`config.mk`:
```
export PLATFORM = sky130hd
export DESIGN_NAME = tdf_sequencer
export DESIGN_NICKNAME = d
export VERILOG_FILES = /design/src/rtl/tdf_pkg.sv /design/src/rtl/tdf_trig_if.sv /design/src/rtl/tdf_debounce.sv /design/src/rtl/tdf_sequencer.sv
export VERILOG_INCLUDE_DIRS = /design/src /design/src/rtl
export SDC_FILE = /design/constraint.sdc
export NUM_CORES = 1
export LEC_CHECK = 0
export ABC_CLOCK_PERIOD_IN_PS = 2400
export BUFFER_PORTS_ARGS = -buffer_cell sky130_fd_sc_hd__buf_4
export CAP_MARGIN = 20
export CORE_UTILIZATION = 53
export CTS_BUF_LIST = sky130_fd_sc_hd__clkbuf_16
export DETAILED_ROUTE_END_ITERATION = 16
export GPL_TIMING_DRIVEN = 0
export PLACE_DENSITY = 0.83
export SLEW_MARGIN = 20
export SYNTH_ARGS = -nofsm -noshare
export SYNTH_HDL_FRONTEND = slang
export SYNTH_SLANG_ARGS = --single-unit
```
`constraint.sdc`:
```
create_clock -name sys_clk -period 2.4 [get_ports sys_clk]
set_input_delay 0.24 -clock sys_clk [delete_from_list [all_inputs] [get_ports sys_clk]]
set_output_delay 0.24 -clock sys_clk [all_outputs]
set_load 0.005 [all_outputs]
```
`src/rtl/tdf_params.svh`:
```
// timing constants and field widths for the time delay function sequencer
// ==========================================================================
// Notes on behaviour
// - on-delay: time the delay from power up, then energize relay.
// - relay drops to shelf state at once when power goes away.
// - repeat open: off one delay, on one delay, alternating while powered.
// - interval: energize at power up, drop after one delay.
// - repeat closed: on one delay, off one delay, alternating while powered.
// - power-started functions ignore the trigger input completely.
// - off-delay: trigger closing energizes relay at once, no timing.
// - off-delay: trigger opening starts delay; relay drops when it ends.
// - off-delay: reclosing before timeout clears time, relay stays energized.
// - trigger functions act only while powered, idle and off otherwise.
// - one-shot: trigger closure energizes relay and starts delay.
// - one-shot: each new closure before timeout restarts full delay.
`ifndef TDF_PARAMS_SVH
`define TDF_PARAMS_SVH
`define TDF_DLY_W 32
`define TDF_FN_W 3
`define TDF_CLK_NS 10
`define TDF_TICK_NS 1000
`define TDF_TICK_CYC (`TDF_TICK_NS / `TDF_CLK_NS)
`define TDF_DEB_NS 100
`define TDF_DEB_TICKS 8'h05
`define TDF_DEB_W 8
`define TDF_DIV_W 16
`endif

```
`src/rtl/tdf_pkg.sv`:
```
// types shared by the sequencer files
package tdf_pkg;
  typedef enum logic [2:0] {
    TDF_FN_ON_DELAY = 3'h0,
    TDF_FN_REP_OPEN = 3'h1,
    TDF_FN_INTERVAL = 3'h2,
    TDF_FN_OFF_DELAY = 3'h3,
    TDF_FN_ONE_SHOT = 3'h4,
    TDF_FN_REP_CLOSED = 3'h5
  } tdf_fn_t;
  typedef enum logic [1:0] {
    TDF_ST_IDLE = 2'h0,
    TDF_ST_TIMING = 2'h1,
    TDF_ST_HOLD = 2'h2,
    TDF_ST_DONE = 2'h3
  } tdf_state_t;
endpackage

```
`src/rtl/tdf_trig_if.sv`:
```
// trigger edge carrier between the debouncer and the sequencer
`timescale 1ns/1ps
interface tdf_trig_if;
  logic level;
  logic rise;
  logic fall;
  modport src (output level, output rise, output fall);
  modport dst (input level, input rise, input fall);
endinterface

```
`src/rtl/tdf_debounce.sv`:
```
// trigger synchroniser and debouncer with edge pulses
`timescale 1ns/1ps
`include "tdf_params.svh"
module tdf_debounce (
  input wire logic sys_clk,
  input wire logic reset_n,
  input wire logic tick,
  input wire logic trig_raw,
  tdf_trig_if.src trig
);
  logic sync1_ff;
  logic sync2_ff;
  logic stable_ff;
  logic [`TDF_DEB_W-1:0] cnt_ff;

  // ==========================================================================
  // synchroniser: first stage feeds only the second
  always_ff @(posedge sys_clk) begin
    if (!reset_n) begin
      sync1_ff <= 1'b0;
      sync2_ff <= 1'b0;
    end else begin
      sync1_ff <= trig_raw;
      sync2_ff <= sync1_ff;
    end
  end

  // ==========================================================================
  // accept a new level only after it holds for several ticks
  always_ff @(posedge sys_clk) begin
    if (!reset_n) begin
      stable_ff <= 1'b0;
      cnt_ff <= '0;
      trig.rise <= 1'b0;
      trig.fall <= 1'b0;
    end else begin
      trig.rise <= 1'b0;
      trig.fall <= 1'b0;
      if (sync2_ff == stable_ff) begin
        cnt_ff <= '0;
      end else if (tick) begin
        if (cnt_ff == `TDF_DEB_TICKS - 8'h01) begin
          cnt_ff <= '0;
          stable_ff <= sync2_ff;
          trig.rise <= sync2_ff;
          trig.fall <= ~sync2_ff;
        end else begin
          cnt_ff <= cnt_ff + 8'h01;
        end
      end
    end
  end
  assign trig.level = stable_ff;

  a_edge_needs_change: assert property (@(posedge sys_clk) disable iff (!reset_n)
    trig.rise |-> $past(sync2_ff) && !$past(stable_ff))
    else $error("trigger rise without stable change");
endmodule

```
`src/rtl/tdf_sequencer.sv`:
```
// time delay relay sequencer top
`timescale 1ns/1ps
`include "tdf_params.svh"
module tdf_sequencer (
  input wire logic sys_clk,
  input wire logic reset_n,
  input wire logic power_in,
  input wire logic trigger_in,
  input wire logic [`TDF_FN_W-1:0] func_sel,
  input wire logic [`TDF_DLY_W-1:0] delay_ticks,
  output logic relay_out,
  output logic timing_out
);
  tdf_trig_if trig ();
  logic [`TDF_DIV_W-1:0] div_ff;
  logic tick_ff;
  logic pwr_ff;
  logic relay_ff;
  logic nxt_relay;
  logic [`TDF_DLY_W-1:0] cnt_ff;
  logic [`TDF_DLY_W-1:0] nxt_cnt;
  tdf_pkg::tdf_state_t st_ff;
  tdf_pkg::tdf_state_t nxt_st;
  tdf_pkg::tdf_fn_t fn_ff;
  logic expire;

  // ==========================================================================
  // tick divider: one-cycle enable per tick period
  always_ff @(posedge sys_clk) begin
    if (!reset_n) begin
      div_ff <= '0;
      tick_ff <= 1'b0;
    end else if (div_ff == 16'(`TDF_TICK_CYC - 1)) begin
      div_ff <= '0;
      tick_ff <= 1'b1;
    end else begin
      div_ff <= div_ff + 16'h0001;
      tick_ff <= 1'b0;
    end
  end

  tdf_debounce u_deb (
    .sys_clk(sys_clk),
    .reset_n(reset_n),
    .tick(tick_ff),
    .trig_raw(trigger_in),
    .trig(trig)
  );

  // ==========================================================================
  // power edge and function latch; function frozen while powered
  always_ff @(posedge sys_clk) begin
    if (!reset_n) begin
      pwr_ff <= 1'b0;
      fn_ff <= tdf_pkg::TDF_FN_ON_DELAY;
    end else begin
      pwr_ff <= power_in;
      if (!power_in) begin
        fn_ff <= tdf_pkg::tdf_fn_t'(func_sel);
      end
    end
  end

  // a zero delay expires at the first tick
  assign expire = tick_ff && (cnt_ff <= 32'h00000001);

  // ==========================================================================
  // sequencer
  always_comb begin
    nxt_st = st_ff;
    nxt_relay = relay_ff;
    nxt_cnt = cnt_ff;
    if (st_ff == tdf_pkg::TDF_ST_TIMING && tick_ff && cnt_ff != '0) begin
      nxt_cnt = cnt_ff - 32'h00000001;
    end
    if (!power_in) begin
      nxt_st = tdf_pkg::TDF_ST_IDLE;
      nxt_relay = 1'b0;
      nxt_cnt = '0;
    end else if (!pwr_ff) begin
      // power just applied; trigger functions wait idle
      nxt_cnt = delay_ticks;
      case (fn_ff)
        tdf_pkg::TDF_FN_ON_DELAY, tdf_pkg::TDF_FN_REP_OPEN: begin
          nxt_st = tdf_pkg::TDF_ST_TIMING;
          nxt_relay = 1'b0;
        end
        tdf_pkg::TDF_FN_INTERVAL, tdf_pkg::TDF_FN_REP_CLOSED: begin
          nxt_st = tdf_pkg::TDF_ST_TIMING;
          nxt_relay = 1'b1;
        end
        default: begin
          nxt_st = tdf_pkg::TDF_ST_IDLE;
          nxt_relay = 1'b0;
        end
      endcase
    end else begin
      // power functions never look at trig
      case (fn_ff)
        tdf_pkg::TDF_FN_ON_DELAY: begin
          if (st_ff == tdf_pkg::TDF_ST_TIMING && expire) begin
            nxt_st = tdf_pkg::TDF_ST_DONE;
            nxt_relay = 1'b1;
          end
        end
        tdf_pkg::TDF_FN_INTERVAL: begin
          if (st_ff == tdf_pkg::TDF_ST_TIMING && expire) begin
            nxt_st = tdf_pkg::TDF_ST_DONE;
            nxt_relay = 1'b0;
          end
        end
        tdf_pkg::TDF_FN_REP_OPEN, tdf_pkg::TDF_FN_REP_CLOSED: begin
          if (st_ff == tdf_pkg::TDF_ST_TIMING && expire) begin
            nxt_relay = ~relay_ff;
            nxt_cnt = delay_ticks;
          end
        end
        tdf_pkg::TDF_FN_OFF_DELAY: begin
          if (trig.level) begin
            nxt_st = tdf_pkg::TDF_ST_HOLD;
            nxt_relay = 1'b1;
            nxt_cnt = delay_ticks;
          end else if (trig.fall && relay_ff) begin
            nxt_st = tdf_pkg::TDF_ST_TIMING;
            nxt_cnt = delay_ticks;
          end else if (st_ff == tdf_pkg::TDF_ST_TIMING && expire) begin
            nxt_st = tdf_pkg::TDF_ST_IDLE;
            nxt_relay = 1'b0;
          end
        end
        tdf_pkg::TDF_FN_ONE_SHOT: begin
          if (trig.rise) begin
            nxt_st = tdf_pkg::TDF_ST_TIMING;
            nxt_relay = 1'b1;
            nxt_cnt = delay_ticks;
          end else if (st_ff == tdf_pkg::TDF_ST_TIMING && expire) begin
            nxt_st = tdf_pkg::TDF_ST_IDLE;
            nxt_relay = 1'b0;
          end
        end
        default: begin
          nxt_st = tdf_pkg::TDF_ST_IDLE;
          nxt_relay = 1'b0;
        end
      endcase
    end
  end

  always_ff @(posedge sys_clk) begin
    if (!reset_n) begin
      st_ff <= tdf_pkg::TDF_ST_IDLE;
      relay_ff <= 1'b0;
      cnt_ff <= '0;
      timing_out <= 1'b0;
    end else begin
      st_ff <= nxt_st;
      relay_ff <= nxt_relay;
      cnt_ff <= nxt_cnt;
      timing_out <= (nxt_st == tdf_pkg::TDF_ST_TIMING);
    end
  end
  assign relay_out = relay_ff;

  // ==========================================================================
  // checks
  a_power_loss_drop: assert property (@(posedge sys_clk) disable iff (!reset_n)
    !power_in |=> !relay_out)
    else $error("relay on one cycle after power loss");
  a_interval_start_on: assert property (@(posedge sys_clk) disable iff (!reset_n)
    power_in && !pwr_ff && fn_ff == tdf_pkg::TDF_FN_INTERVAL |=> relay_out)
    else $error("interval did not energize at power up");
  a_ondelay_start_off: assert property (@(posedge sys_clk) disable iff (!reset_n)
    power_in && !pwr_ff && fn_ff == tdf_pkg::TDF_FN_ON_DELAY |=> !relay_out)
    else $error("on-delay energized early");
  a_repclosed_start_on: assert property (@(posedge sys_clk) disable iff (!reset_n)
    power_in && !pwr_ff && fn_ff == tdf_pkg::TDF_FN_REP_CLOSED |=> relay_out)
    else $error("repeat closed did not start on");
  a_repopen_start_off: assert property (@(posedge sys_clk) disable iff (!reset_n)
    power_in && !pwr_ff && fn_ff == tdf_pkg::TDF_FN_REP_OPEN |=> !relay_out)
    else $error("repeat open did not start off");
  a_offdelay_close_on: assert property (@(posedge sys_clk) disable iff (!reset_n)
    power_in && pwr_ff && fn_ff == tdf_pkg::TDF_FN_OFF_DELAY && trig.level |=> relay_out)
    else $error("off-delay not energized while trigger closed");
  a_oneshot_fire: assert property (@(posedge sys_clk) disable iff (!reset_n)
    power_in && pwr_ff && fn_ff == tdf_pkg::TDF_FN_ONE_SHOT && trig.rise
    |=> relay_out && cnt_ff == $past(delay_ticks))
    else $error("one-shot did not reload on trigger");
  a_trig_idle_off: assert property (@(posedge sys_clk) disable iff (!reset_n)
    power_in && !pwr_ff && fn_ff == tdf_pkg::TDF_FN_ONE_SHOT |=> !relay_out)
    else $error("trigger function energized at power up");
  a_tick_period: assert property (@(posedge sys_clk) disable iff (!reset_n)
    tick_ff |=> !tick_ff [*8])
    else $error("tick enable too frequent");
endmodule

```
* Word level (Yosys, flattened, before mapping)
Index checks and enable logic that the tools add are counted.
Storage, ports and cells: register bits 70, latch bits 0, RAM bits 0, memory bits (read-only) 0, input port bits 39, logic and storage cells 81, memories kept 0
Operators by class: add/sub/neg operators 3, multiply operators 0, divide/modulo/power cells 0, magnitude comparators 1, eq/ne operators 13, shift operators 0, muxes and demuxes 27, bitwise operators 6, reductions and logical operators 17
Operators by type and width (count):
- $mux 32 | 6
- $pmux 32 s3 | 1
- $le 32x1->1 const B | 1
- $reduce_bool 32->1 | 1
- $sub 32x1->32 const B | 1
- $add 16x1->16 const B | 1
- $eq 16x7->1 const B | 1
- $mux 2 | 7
- $mux 1 | 10
- $reduce_or 2->1 | 5
- $add 8x1->8 const B | 1
- $eq 8x3->1 const B | 1
- $mux 8 | 1
- $pmux 2 s4 | 1
- $reduce_or 4->1 | 2
- $eq 3x2->1 const B | 2
- $eq 3x3->1 const B | 2
- $ne 3x3->1 const B | 2
- $not 1->1 | 6
- $reduce_and 3->1 | 2
- $logic_and 1x1->1 | 5
- $pmux 1 s5 | 1
- $eq 2x1->1 const B | 2
- $ne 4x3->1 const B | 1
- other kinds (4) | 4

* Logic depth before layout (Yosys ltp)
Gate-level depths: netlist of the first run.
depth in word-level cells 10, mapped depth 8

* By module
A second synthesis of the first run with hierarchy kept.
Second synthesis, totals: cell total of the unflattened synthesis 439, area, all modules 3681.0 um^2
By module, submodules not included:
- tdf_sequencer | instances 1, cells an instance 382, area an instance 3134.3 um^2
- tdf_debounce | instances 1, cells an instance 57, area an instance 546.8 um^2

* Least setup slack after synthesis of the first run
OpenSTA, ideal clock, no wires.
kind reg-to-reg, from register cnt_ff[12], to register cnt_ff[27], data arrival time 2.240 ns, slack 0.086 ns, cell stages (with the launch flop) 7, period minus slack after synthesis 2.314 ns, path through dfxtp_1 or4_4 or3_4 or3_4 or2_4 or3_1 a31oi_1
On the way: cells in the longest elaborated chain, start to end 7, elaborated cells between the ends (all ways) 13
Ends and longest elaborated chain:
- from (decl) | line tdf_sequencer.sv:20 | logic [`TDF_DLY_W-1:0] cnt_ff;
- from (signal assigned) | line tdf_sequencer.sv:158 | cnt_ff <= nxt_cnt;
- parallel branches: the longest is 5 deep, another holds $sub 32x1->32
- $pmux 32 s3 * | line tdf_sequencer.sv:99 | case (fn_ff)
- $mux 32 * | line tdf_sequencer.sv:80 | end else if (!pwr_ff) begin
Every way passes the cells marked *. A chain may end at the register's enable or synchronous reset.

* Final worst setup path of the first run
from register cnt_ff[12], to register cnt_ff[23]
Same word-level chain as after synthesis.

==> results.md, run 1 <==
- CP Capture Type: flip-flop
- Clock transition at the registers of the reported paths: 60 ps
- Full die area: 7200 µm²
- Syn Nets: 484
- IO Port Bufs: 40
- YS warnings: 0
- Most common cell after layout, fill and taps aside: dfxtp_1
- Post-synthesis average cell area: 8.28 µm²
- Initial antenna violation count: 0
- Power Total: 2.98 mW
- First drt pass iteration count: 10
- Max cap viols: 0
- Max Clock Freq: 418 MHz
- Layout cells sized above 1: 0.199
- RSZ-0062 raised after global routing: true
- Static leakage: 1.68 nW
- Pin count of the biggest net entering global routing: 13
- # IOs: 41
- Final setup fails: 0
- # H-tree levels: 3
- Cells after synthesis: 439
- VDD IR max: 0.451 mV
- Initial Util: 0.560
- Pre-CTS WS: -455 ps
- CTS tree: built
- Worst R2R Setup Slack: 8 ps
- Worst-path maximum fanout: 5
- Syn-to-layout area delta: 24.7%
- Tcrit/Tclk final: 0.997
- WHS: 123 ps
- Slew Viols, Final: 0
- Slew @ Worst Pin: 826 ps
- PwrDens: 658 nW/µm²
- Worst setup margin: 8.32 ps
- R2R depth: 7
- Share of the yosys chip area belonging to registers: 0.385
- Area after DPL: 4030 µm²
- Max-slew headroom: 0.448
- Main synth FF type: dfxtp_1
- Vias: 3435
- Fin crit period: 2390 ps
- Initial DRC Count: 204
- RR Startpoint: cnt_ff[12]
- Arr. time, crit path: 2600 ps
- Worst Hold Path Cells: 2
- Design Area, Final: 4530 µm²
- Post-DRT Antenna Nets: 0
- WL final: 9030 µm
- Worst flop-to-flop path endpoint: cnt_ff[23]
- Number of global-route vias before repair: 3221
- CP Launch Type: flip-flop
- Mapped Area: 3640 µm²
- Critical path class: reg2reg
- Layout Nets: 542
- Hold-fix buffers, CTS: 0
- Most frequent cells in the layout: 68 x dfxtp_1, 49 x nor2_1, 49 x buf_4
- Post-route DRC: 3
- Hold WC Path Type: in2reg
- Row count: 29
- HPWL after DPL: 5970 µm
- Failing checks: design-rule violations
- Status: complete, but fails checks
- Yosys cell types: 53
- FFs w/ async S/R, synth: 0
- Root Buffer: clkbuf_16
- Mean number of vias per cell: 5.93
- WL/cell: 15.6 µm
- Total CTS buffers: 9
- Yosys reg bits: 70
- Grt ovf: 0
- Final Util: 0.698
- Core ar.: 6490 µm²
- Data required, critical path: 2610 ps
- Total Routing Usage GR: 0.255
- Hold Violations, Final: 0
- CTS Buffer Depth: 2
- First-pass GRT wire length: 14600 µm
- Min-Delay Startpoint: trigger_in
- ANT cells: 0
- Die Y-Extent: 84.8 µm
- Worst-skew pair later-pin latency: 330 ps
- TritonCTS Sinks: 70
- Final GP Congestion: 0.927
- Die span in x: 84.8 µm
- Post-synth EDFFs: 0
- Worst Clk Skew: 8.51 ps
- Hold Path End: u_deb.sync1_ff
synthesized netlist by cell type, drive strengths merged (2+ instances only):
cell type / count / area [µm²]
mux2i: 6 / 60.1
o21ai: 39 / 195
a21o: 2 / 15.0
clkbuf: 14 / 52.6
and4: 2 / 17.5
dfxtp: 70 / 1400
nor2: 49 / 184
a211oi: 4 / 30.0
nand3: 11 / 55.1
o211ai: 2 / 15.0
o41ai: 2 / 17.5
o31a: 2 / 17.5
or3: 9 / 67.6
nand4b: 2 / 17.5
nand2b: 2 / 12.5
xor2: 20 / 175
nand4: 13 / 81.3
o31ai: 5 / 42.5
and2: 5 / 31.3
nor4: 19 / 119
buf: 3 / 27.5
nor3b: 3 / 22.5
xnor2: 26 / 228
and3: 7 / 43.8
ha: 6 / 75.1
nand2: 28 / 105
a31oi: 8 / 50.1
a2111oi: 3 / 26.3
or4: 6 / 52.6
inv: 11 / 41.3
or2: 4 / 27.5
a21oi: 30 / 150
nor3: 13 / 70.1
stage by stage:
stage / instances / setup TNS (ps)
floorplan: 439 / 0
global placement: 556 / -9360
detailed placement: 556 / -10610
CTS: 574 / 0
global route: 579 / -159
finish: 579 / 0
worst max-delay path, cell delays in order, from the launching register on:
cell	delay [ps]
dfxtp_2	340
or4_4	510
or3_4	350
or3_4	400
buf_4	160
nor4_1	250
xnor2_1	160
a21oi_1	100
logic make-up after synthesis:
group | count (synthesis) | share of synthesized area
AOI/OAI and AO/OA | 104 | 0.169
xor gates and xnor gates | 46 | 0.111
adders and majority gates | 6 | 0.0206
buffers and inverters | 29 | 0.0361
DFF | 70 | 0.385
muxes | 6 | 0.0165
and+or+nand+nor | 178 | 0.261
report_power, final:
part,total [mW],internal (mW),switching (mW)
Sequential,1.25,1.20,0.0480
Combinational,0.341,0.155,0.187
Clock,1.39,0.903,0.490
Total,2.98,2.26,0.724
sequential cells by signal, summed over array words and instances (netlist names), 2 cells and up:
signal        flops
cnt_ff           32
div_ff           16
fn_ff             3
st_ff             2
u_deb.cnt_ff      8
worst max path at each step:
| stage | startpoint | to | cells past startpoint | slack, ps |
|---|---|---|---|---|
| 5_1_grt | cnt_ff[31] | cnt_ff[14] | 7 | -40 |
| 4_1_cts | cnt_ff[0] | cnt_ff[14] | 8 | 10 |
| 6_report | cnt_ff[12] | cnt_ff[23] | 7 | 8 |
| 3_3_place_gp | cnt_ff[19] | cnt_ff[0] | 7 | -390 |
| 2_1_floorplan | cnt_ff[12] | cnt_ff[27] | 6 | 90 |
| 3_5_place_dp | cnt_ff[19] | cnt_ff[0] | 7 | -450 |
final cells by class:
| type | count | area (µm²) |
|---|---|---|
| Clock buffer | 9 | 225 |
| Timing Repair Buffer | 48 | 360 |
| Sequential cell | 70 | 1400 |
| Fill cell | 467 | 1960 |
| Clock inverter | 7 | 90.1 |
| Buffer | 17 | 93.8 |
| Multi-Input combinational cell | 340 | 2220 |
| Tap cell | 77 | 96.3 |
| Inverter | 11 | 41.3 |
metal layers:
metal	track usage	vias up	wire, µm
met5	0	-	0
met1	0.309	1628	3970
met2	0.446	83	4510
met3	0.0681	15	414
li1	-	1709	-
met4	0.0755	0	130
timing repair:
item | 4_1_cts | 5_1_grt
resized for setup | 12 | 19
setup endpoints to repair | 34 | 33
setup buffers | 3 | 5
pin swaps | 2 | 5
No activity file was read; power rests on OpenSTA's default activity.
==> run 2: changes to the inputs <==
--- a/config.mk
+++ b/config.mk
@@ -6,14 +6,16 @@
 export SDC_FILE = /design/constraint.sdc
 export NUM_CORES = 1
 export LEC_CHECK = 0
+export ABC_AREA = 1
 export ABC_CLOCK_PERIOD_IN_PS = 2400
 export BUFFER_PORTS_ARGS = -buffer_cell sky130_fd_sc_hd__buf_4
 export CAP_MARGIN = 20
-export CORE_UTILIZATION = 53
+export CORE_MARGIN = 10
+export CORE_UTILIZATION = 54
 export CTS_BUF_LIST = sky130_fd_sc_hd__clkbuf_16
 export DETAILED_ROUTE_END_ITERATION = 16
 export GPL_TIMING_DRIVEN = 0
-export PLACE_DENSITY = 0.83
+export PLACE_DENSITY = 0.84
 export SLEW_MARGIN = 20
 export SYNTH_ARGS = -nofsm -noshare
 export SYNTH_HDL_FRONTEND = slang
==> results.md, run 2 <==
- IO Port Bufs: 39 (-2.5%)
- Mean number of vias per cell: 5.27 (-11%)
- Final setup fails: 0 (unchanged)
- Vias: 4093 (+19%)
- Initial antenna violation count: 0 (unchanged)
- Syn Nets: 665 (+37%)
- Worst R2R Setup Slack: 290 ps (+280 ps)
- Full die area: 11800 µm² (+64%)
- Fin crit period: 2110 ps (-280 ps)
- Worst Hold Path Cells: 3 (+1)
- CP Capture Type: flip-flop
- Total Routing Usage GR: 0.182 (-0.0727)
- CTS tree: built
- Register Area: 1400 µm² (-0.18%)
- Data required, critical path: 2600 ps (about the same)
- Mapped Area: 4240 µm² (+17%)
- Main synth FF type: dfxtp_1
- Max Clock Freq: 474 MHz (+13%)
- Area of the multi-input gates: 2410 µm² (+8.3%)
- Setup_tns: 0 ps (unchanged)
- Slew Viols, Final: 0 (unchanged)
- Post-DRT Antenna Nets: 0 (unchanged)
- HPWL after DPL: 7660 µm (+28%)
- Post-synth EDFFs: 0 (unchanged)
- Initial Util: 0.552 (-0.00822)
- First drt pass iteration count: 5 (-5)
- # H-tree levels: 3 (unchanged)
- Largest registers: cnt_ff x32, div_ff x16, u_deb.cnt_ff x8
- TritonCTS Sinks: 70 (unchanged)
- Tcrit/Tclk final: 0.880 (-0.117)
- Max cap viols: 0 (unchanged)
- Largest register FFs: 32 (unchanged)
- Worst Clk Skew: 8.17 ps (-0.336 ps)
- Synth area leader: dfxtp_1
- R2R depth: 11 (+4)
- Yosys cell types: 43 (-19%)
- # IOs: 41 (unchanged)
- Post-CTS resize count: 0 (-12)
- PwrDens: 592 nW/µm² (-10%)
- Number of global-route vias before repair: 4052 (+26%)
- Main combinational cell family by area after synthesis: simple AND/OR/NAND/NOR gates
- Most frequent cells in the layout: 134 x nand2_1, 76 x inv_1, 73 x nor2_1
- Final GP Congestion: 0.943 (+1.7%)
- Die Y-Extent: 109 µm (+28%)
- Top-count cell post-synth: nand2_1
- Hold Path End: u_deb.sync1_ff
- Final Util: 0.643 (-0.0550)
- Min-Delay Startpoint: trigger_in
- Simple-Gate Fraction of Synth Area: 0.390 (+0.129)
- Hold Violations, Final: 0 (unchanged)
- Synth area leaders: dfxtp_1 33%, nand2_1 12%, inv_1 6.7%
- Layout Nets: 715 (+32%)
- Yosys reg bits: 70 (unchanged)
- First-pass GRT wire length: 17900 µm (+23%)
- Post-route DRC: 0 (-3)
- Hold-fix buffers, CTS: 0 (unchanged)
- Pin count of the biggest net entering global routing: 15 (+2)
- Post-synthesis average cell area: 6.84 µm² (-17%)
- WL final: 10300 µm (+15%)
- XOR/XNOR Fraction of Synth Area: 0.0289 (-0.0819)
- Fillers: 702 (+50%)
- Post-synthesis mux area share: 0 (-0.0165)
- WL/cell: 13.3 µm (-15%)
- Core ar.: 7690 µm² (+18%)
- Worst flop-to-flop path endpoint: cnt_ff[26]
- Top reg by flops: cnt_ff
- Most frequent cells after synthesis: 134 x nand2_1, 76 x inv_1, 73 x nor2_1, 70 x dfxtp_1, 51 x nand3_1
- Grt ovf: 0 (unchanged)
- ANT cells: 0 (unchanged)
- Critical path class: reg2reg
- Static leakage: 2.10 nW (+25%)
- Hold WC Path Type: in2reg
- Clock transition at the registers of the reported paths: 60 ps (about the same)
- Worst-path maximum fanout: 6 (+1)
- Total CTS buffers: 9 (unchanged)
- Max-slew headroom: 0.513 (+0.0646)
- Share of the yosys chip area belonging to registers: 0.330 (-0.0549)
- Worst-skew pair later-pin latency: 340 ps (about the same)
- WHS: 84.5 ps (-38.2 ps)
- CTS Buffer Depth: 2 (unchanged)
- Row count: 32 (+10%)
- Initial DRC Count: 176 (-14%)
- Syn-to-layout area delta: 16.6%
- Cells after synthesis: 620 (+41%)
- RSZ-0062 raised after global routing: false
- YS warnings: 0 (unchanged)
- CP Launch Type: flip-flop
- FFs w/ async S/R, synth: 0 (unchanged)
- Post-CTS Setup Repair Bufs: 0 (-3)
- Most common cell after layout, fill and taps aside: nand2_1
- Yosys top cell area share: 0.330 (-0.0549)
- Layout cells sized above 1: 0.196 (-0.00365)
- Compound-gate portion of the synthesized area: 0.131 (-0.0380)
- Slew @ Worst Pin: 731 ps (-95.2 ps)
- Post-synthesis adder-cell area fraction: 0.0177 (-0.00294)
- Arr. time, crit path: 2310 ps (-290 ps)
- Root Buffer: clkbuf_16
- VDD IR max: 0.397 mV (-12%)
- Die span in x: 109 µm (+28%)
- RR Startpoint: cnt_ff[0]
- Status: finished clean
==> run 2: changes by cell type after synthesis, moves of 11 or more <==
cell and delta:
nand2_1 +106, inv_1 +65, nand3_1 +40, o21ai_0 -28, nor2_1 +24, xnor2_1 -21
a21oi_2 +18, nand2_2 +16, nor4_1 -14, nor2_2 +11, xor2_1 -11
==> run 2: worst max path at each step <==
stage,end,cells past startpoint,slack [ps],startpoint
detailed placement,cnt_ff[30],11,340,cnt_ff[0]
finish,cnt_ff[26],11,290,cnt_ff[0]
global route,cnt_ff[26],11,70,cnt_ff[1]
global placement,cnt_ff[26],11,370,cnt_ff[0]
CTS,cnt_ff[30],11,320,cnt_ff[0]
floorplan,cnt_ff[26],11,690,cnt_ff[0]
==> run 2: critical path, cell delays in order, from the launching register on <==
cell     delay (ps)
dfxtp_1         330
inv_1           110
ha_1            290
nand2_1         120
nor2_2          210
inv_1           130
nor3_2          190
nand3_1         120
nor2_1          230
nand3_1         100
nand2_1          90
a21oi_2          50
==> run 2: cell families (layout without fill, tap and decap cells) <==
logic type,after synthesis,after routing
flops,70,70
fa+ha+maj,6,6
xor+xnor,14,14
simple gates,346,346
compound gates,88,88
buf+inv,96,151
==> run 2: where the power goes <==
part	switching [mW]	total (mW)	internal, mW	leakage (nW)
Clock	0.552	1.26	0.710	0.136
Sequential	0.0375	1.23	1.20	0.570
Combinational	0.261	0.428	0.167	1.39
Total	0.850	2.92	2.07	2.10
==> run 2: final cells by class <==
class / count / share of cell area
multi-input combinational: 454 / 0.487
sequential: 70 / 0.284
inverter: 80 / 0.0608
timing repair buffer: 39 / 0.0592
clock buffer: 9 / 0.0456
buffer: 16 / 0.0266
tap: 102 / 0.0258
clock inverter: 7 / 0.0114
==> run 2: through the flow <==
stage | power [mW] | area (µm²) | setup WS (ps) | cells
2_1_floorplan | 1.55 | 4240 | 687 | 620
3_3_place_gp | 1.67 | 4660 | 368 | 761
3_5_place_dp | 1.68 | 4660 | 343 | 761
4_1_cts | 2.94 | 4940 | 324 | 777
5_1_grt | 3.05 | 4940 | 71.1 | 777
6_report | 2.92 | 4940 | 289 | 777
==> run 2: metal layers <==
metal  wire [µm]  vias to the layer above  GRT usage  part of all wire
met5           0                        -          0                 0
met4         170                        0     0.0556             0.016
met3         611                       18     0.0454             0.059
met2        5080                      126      0.322              0.49
met1        4480                     1841      0.213              0.43
li1            -                     2108          -                 -
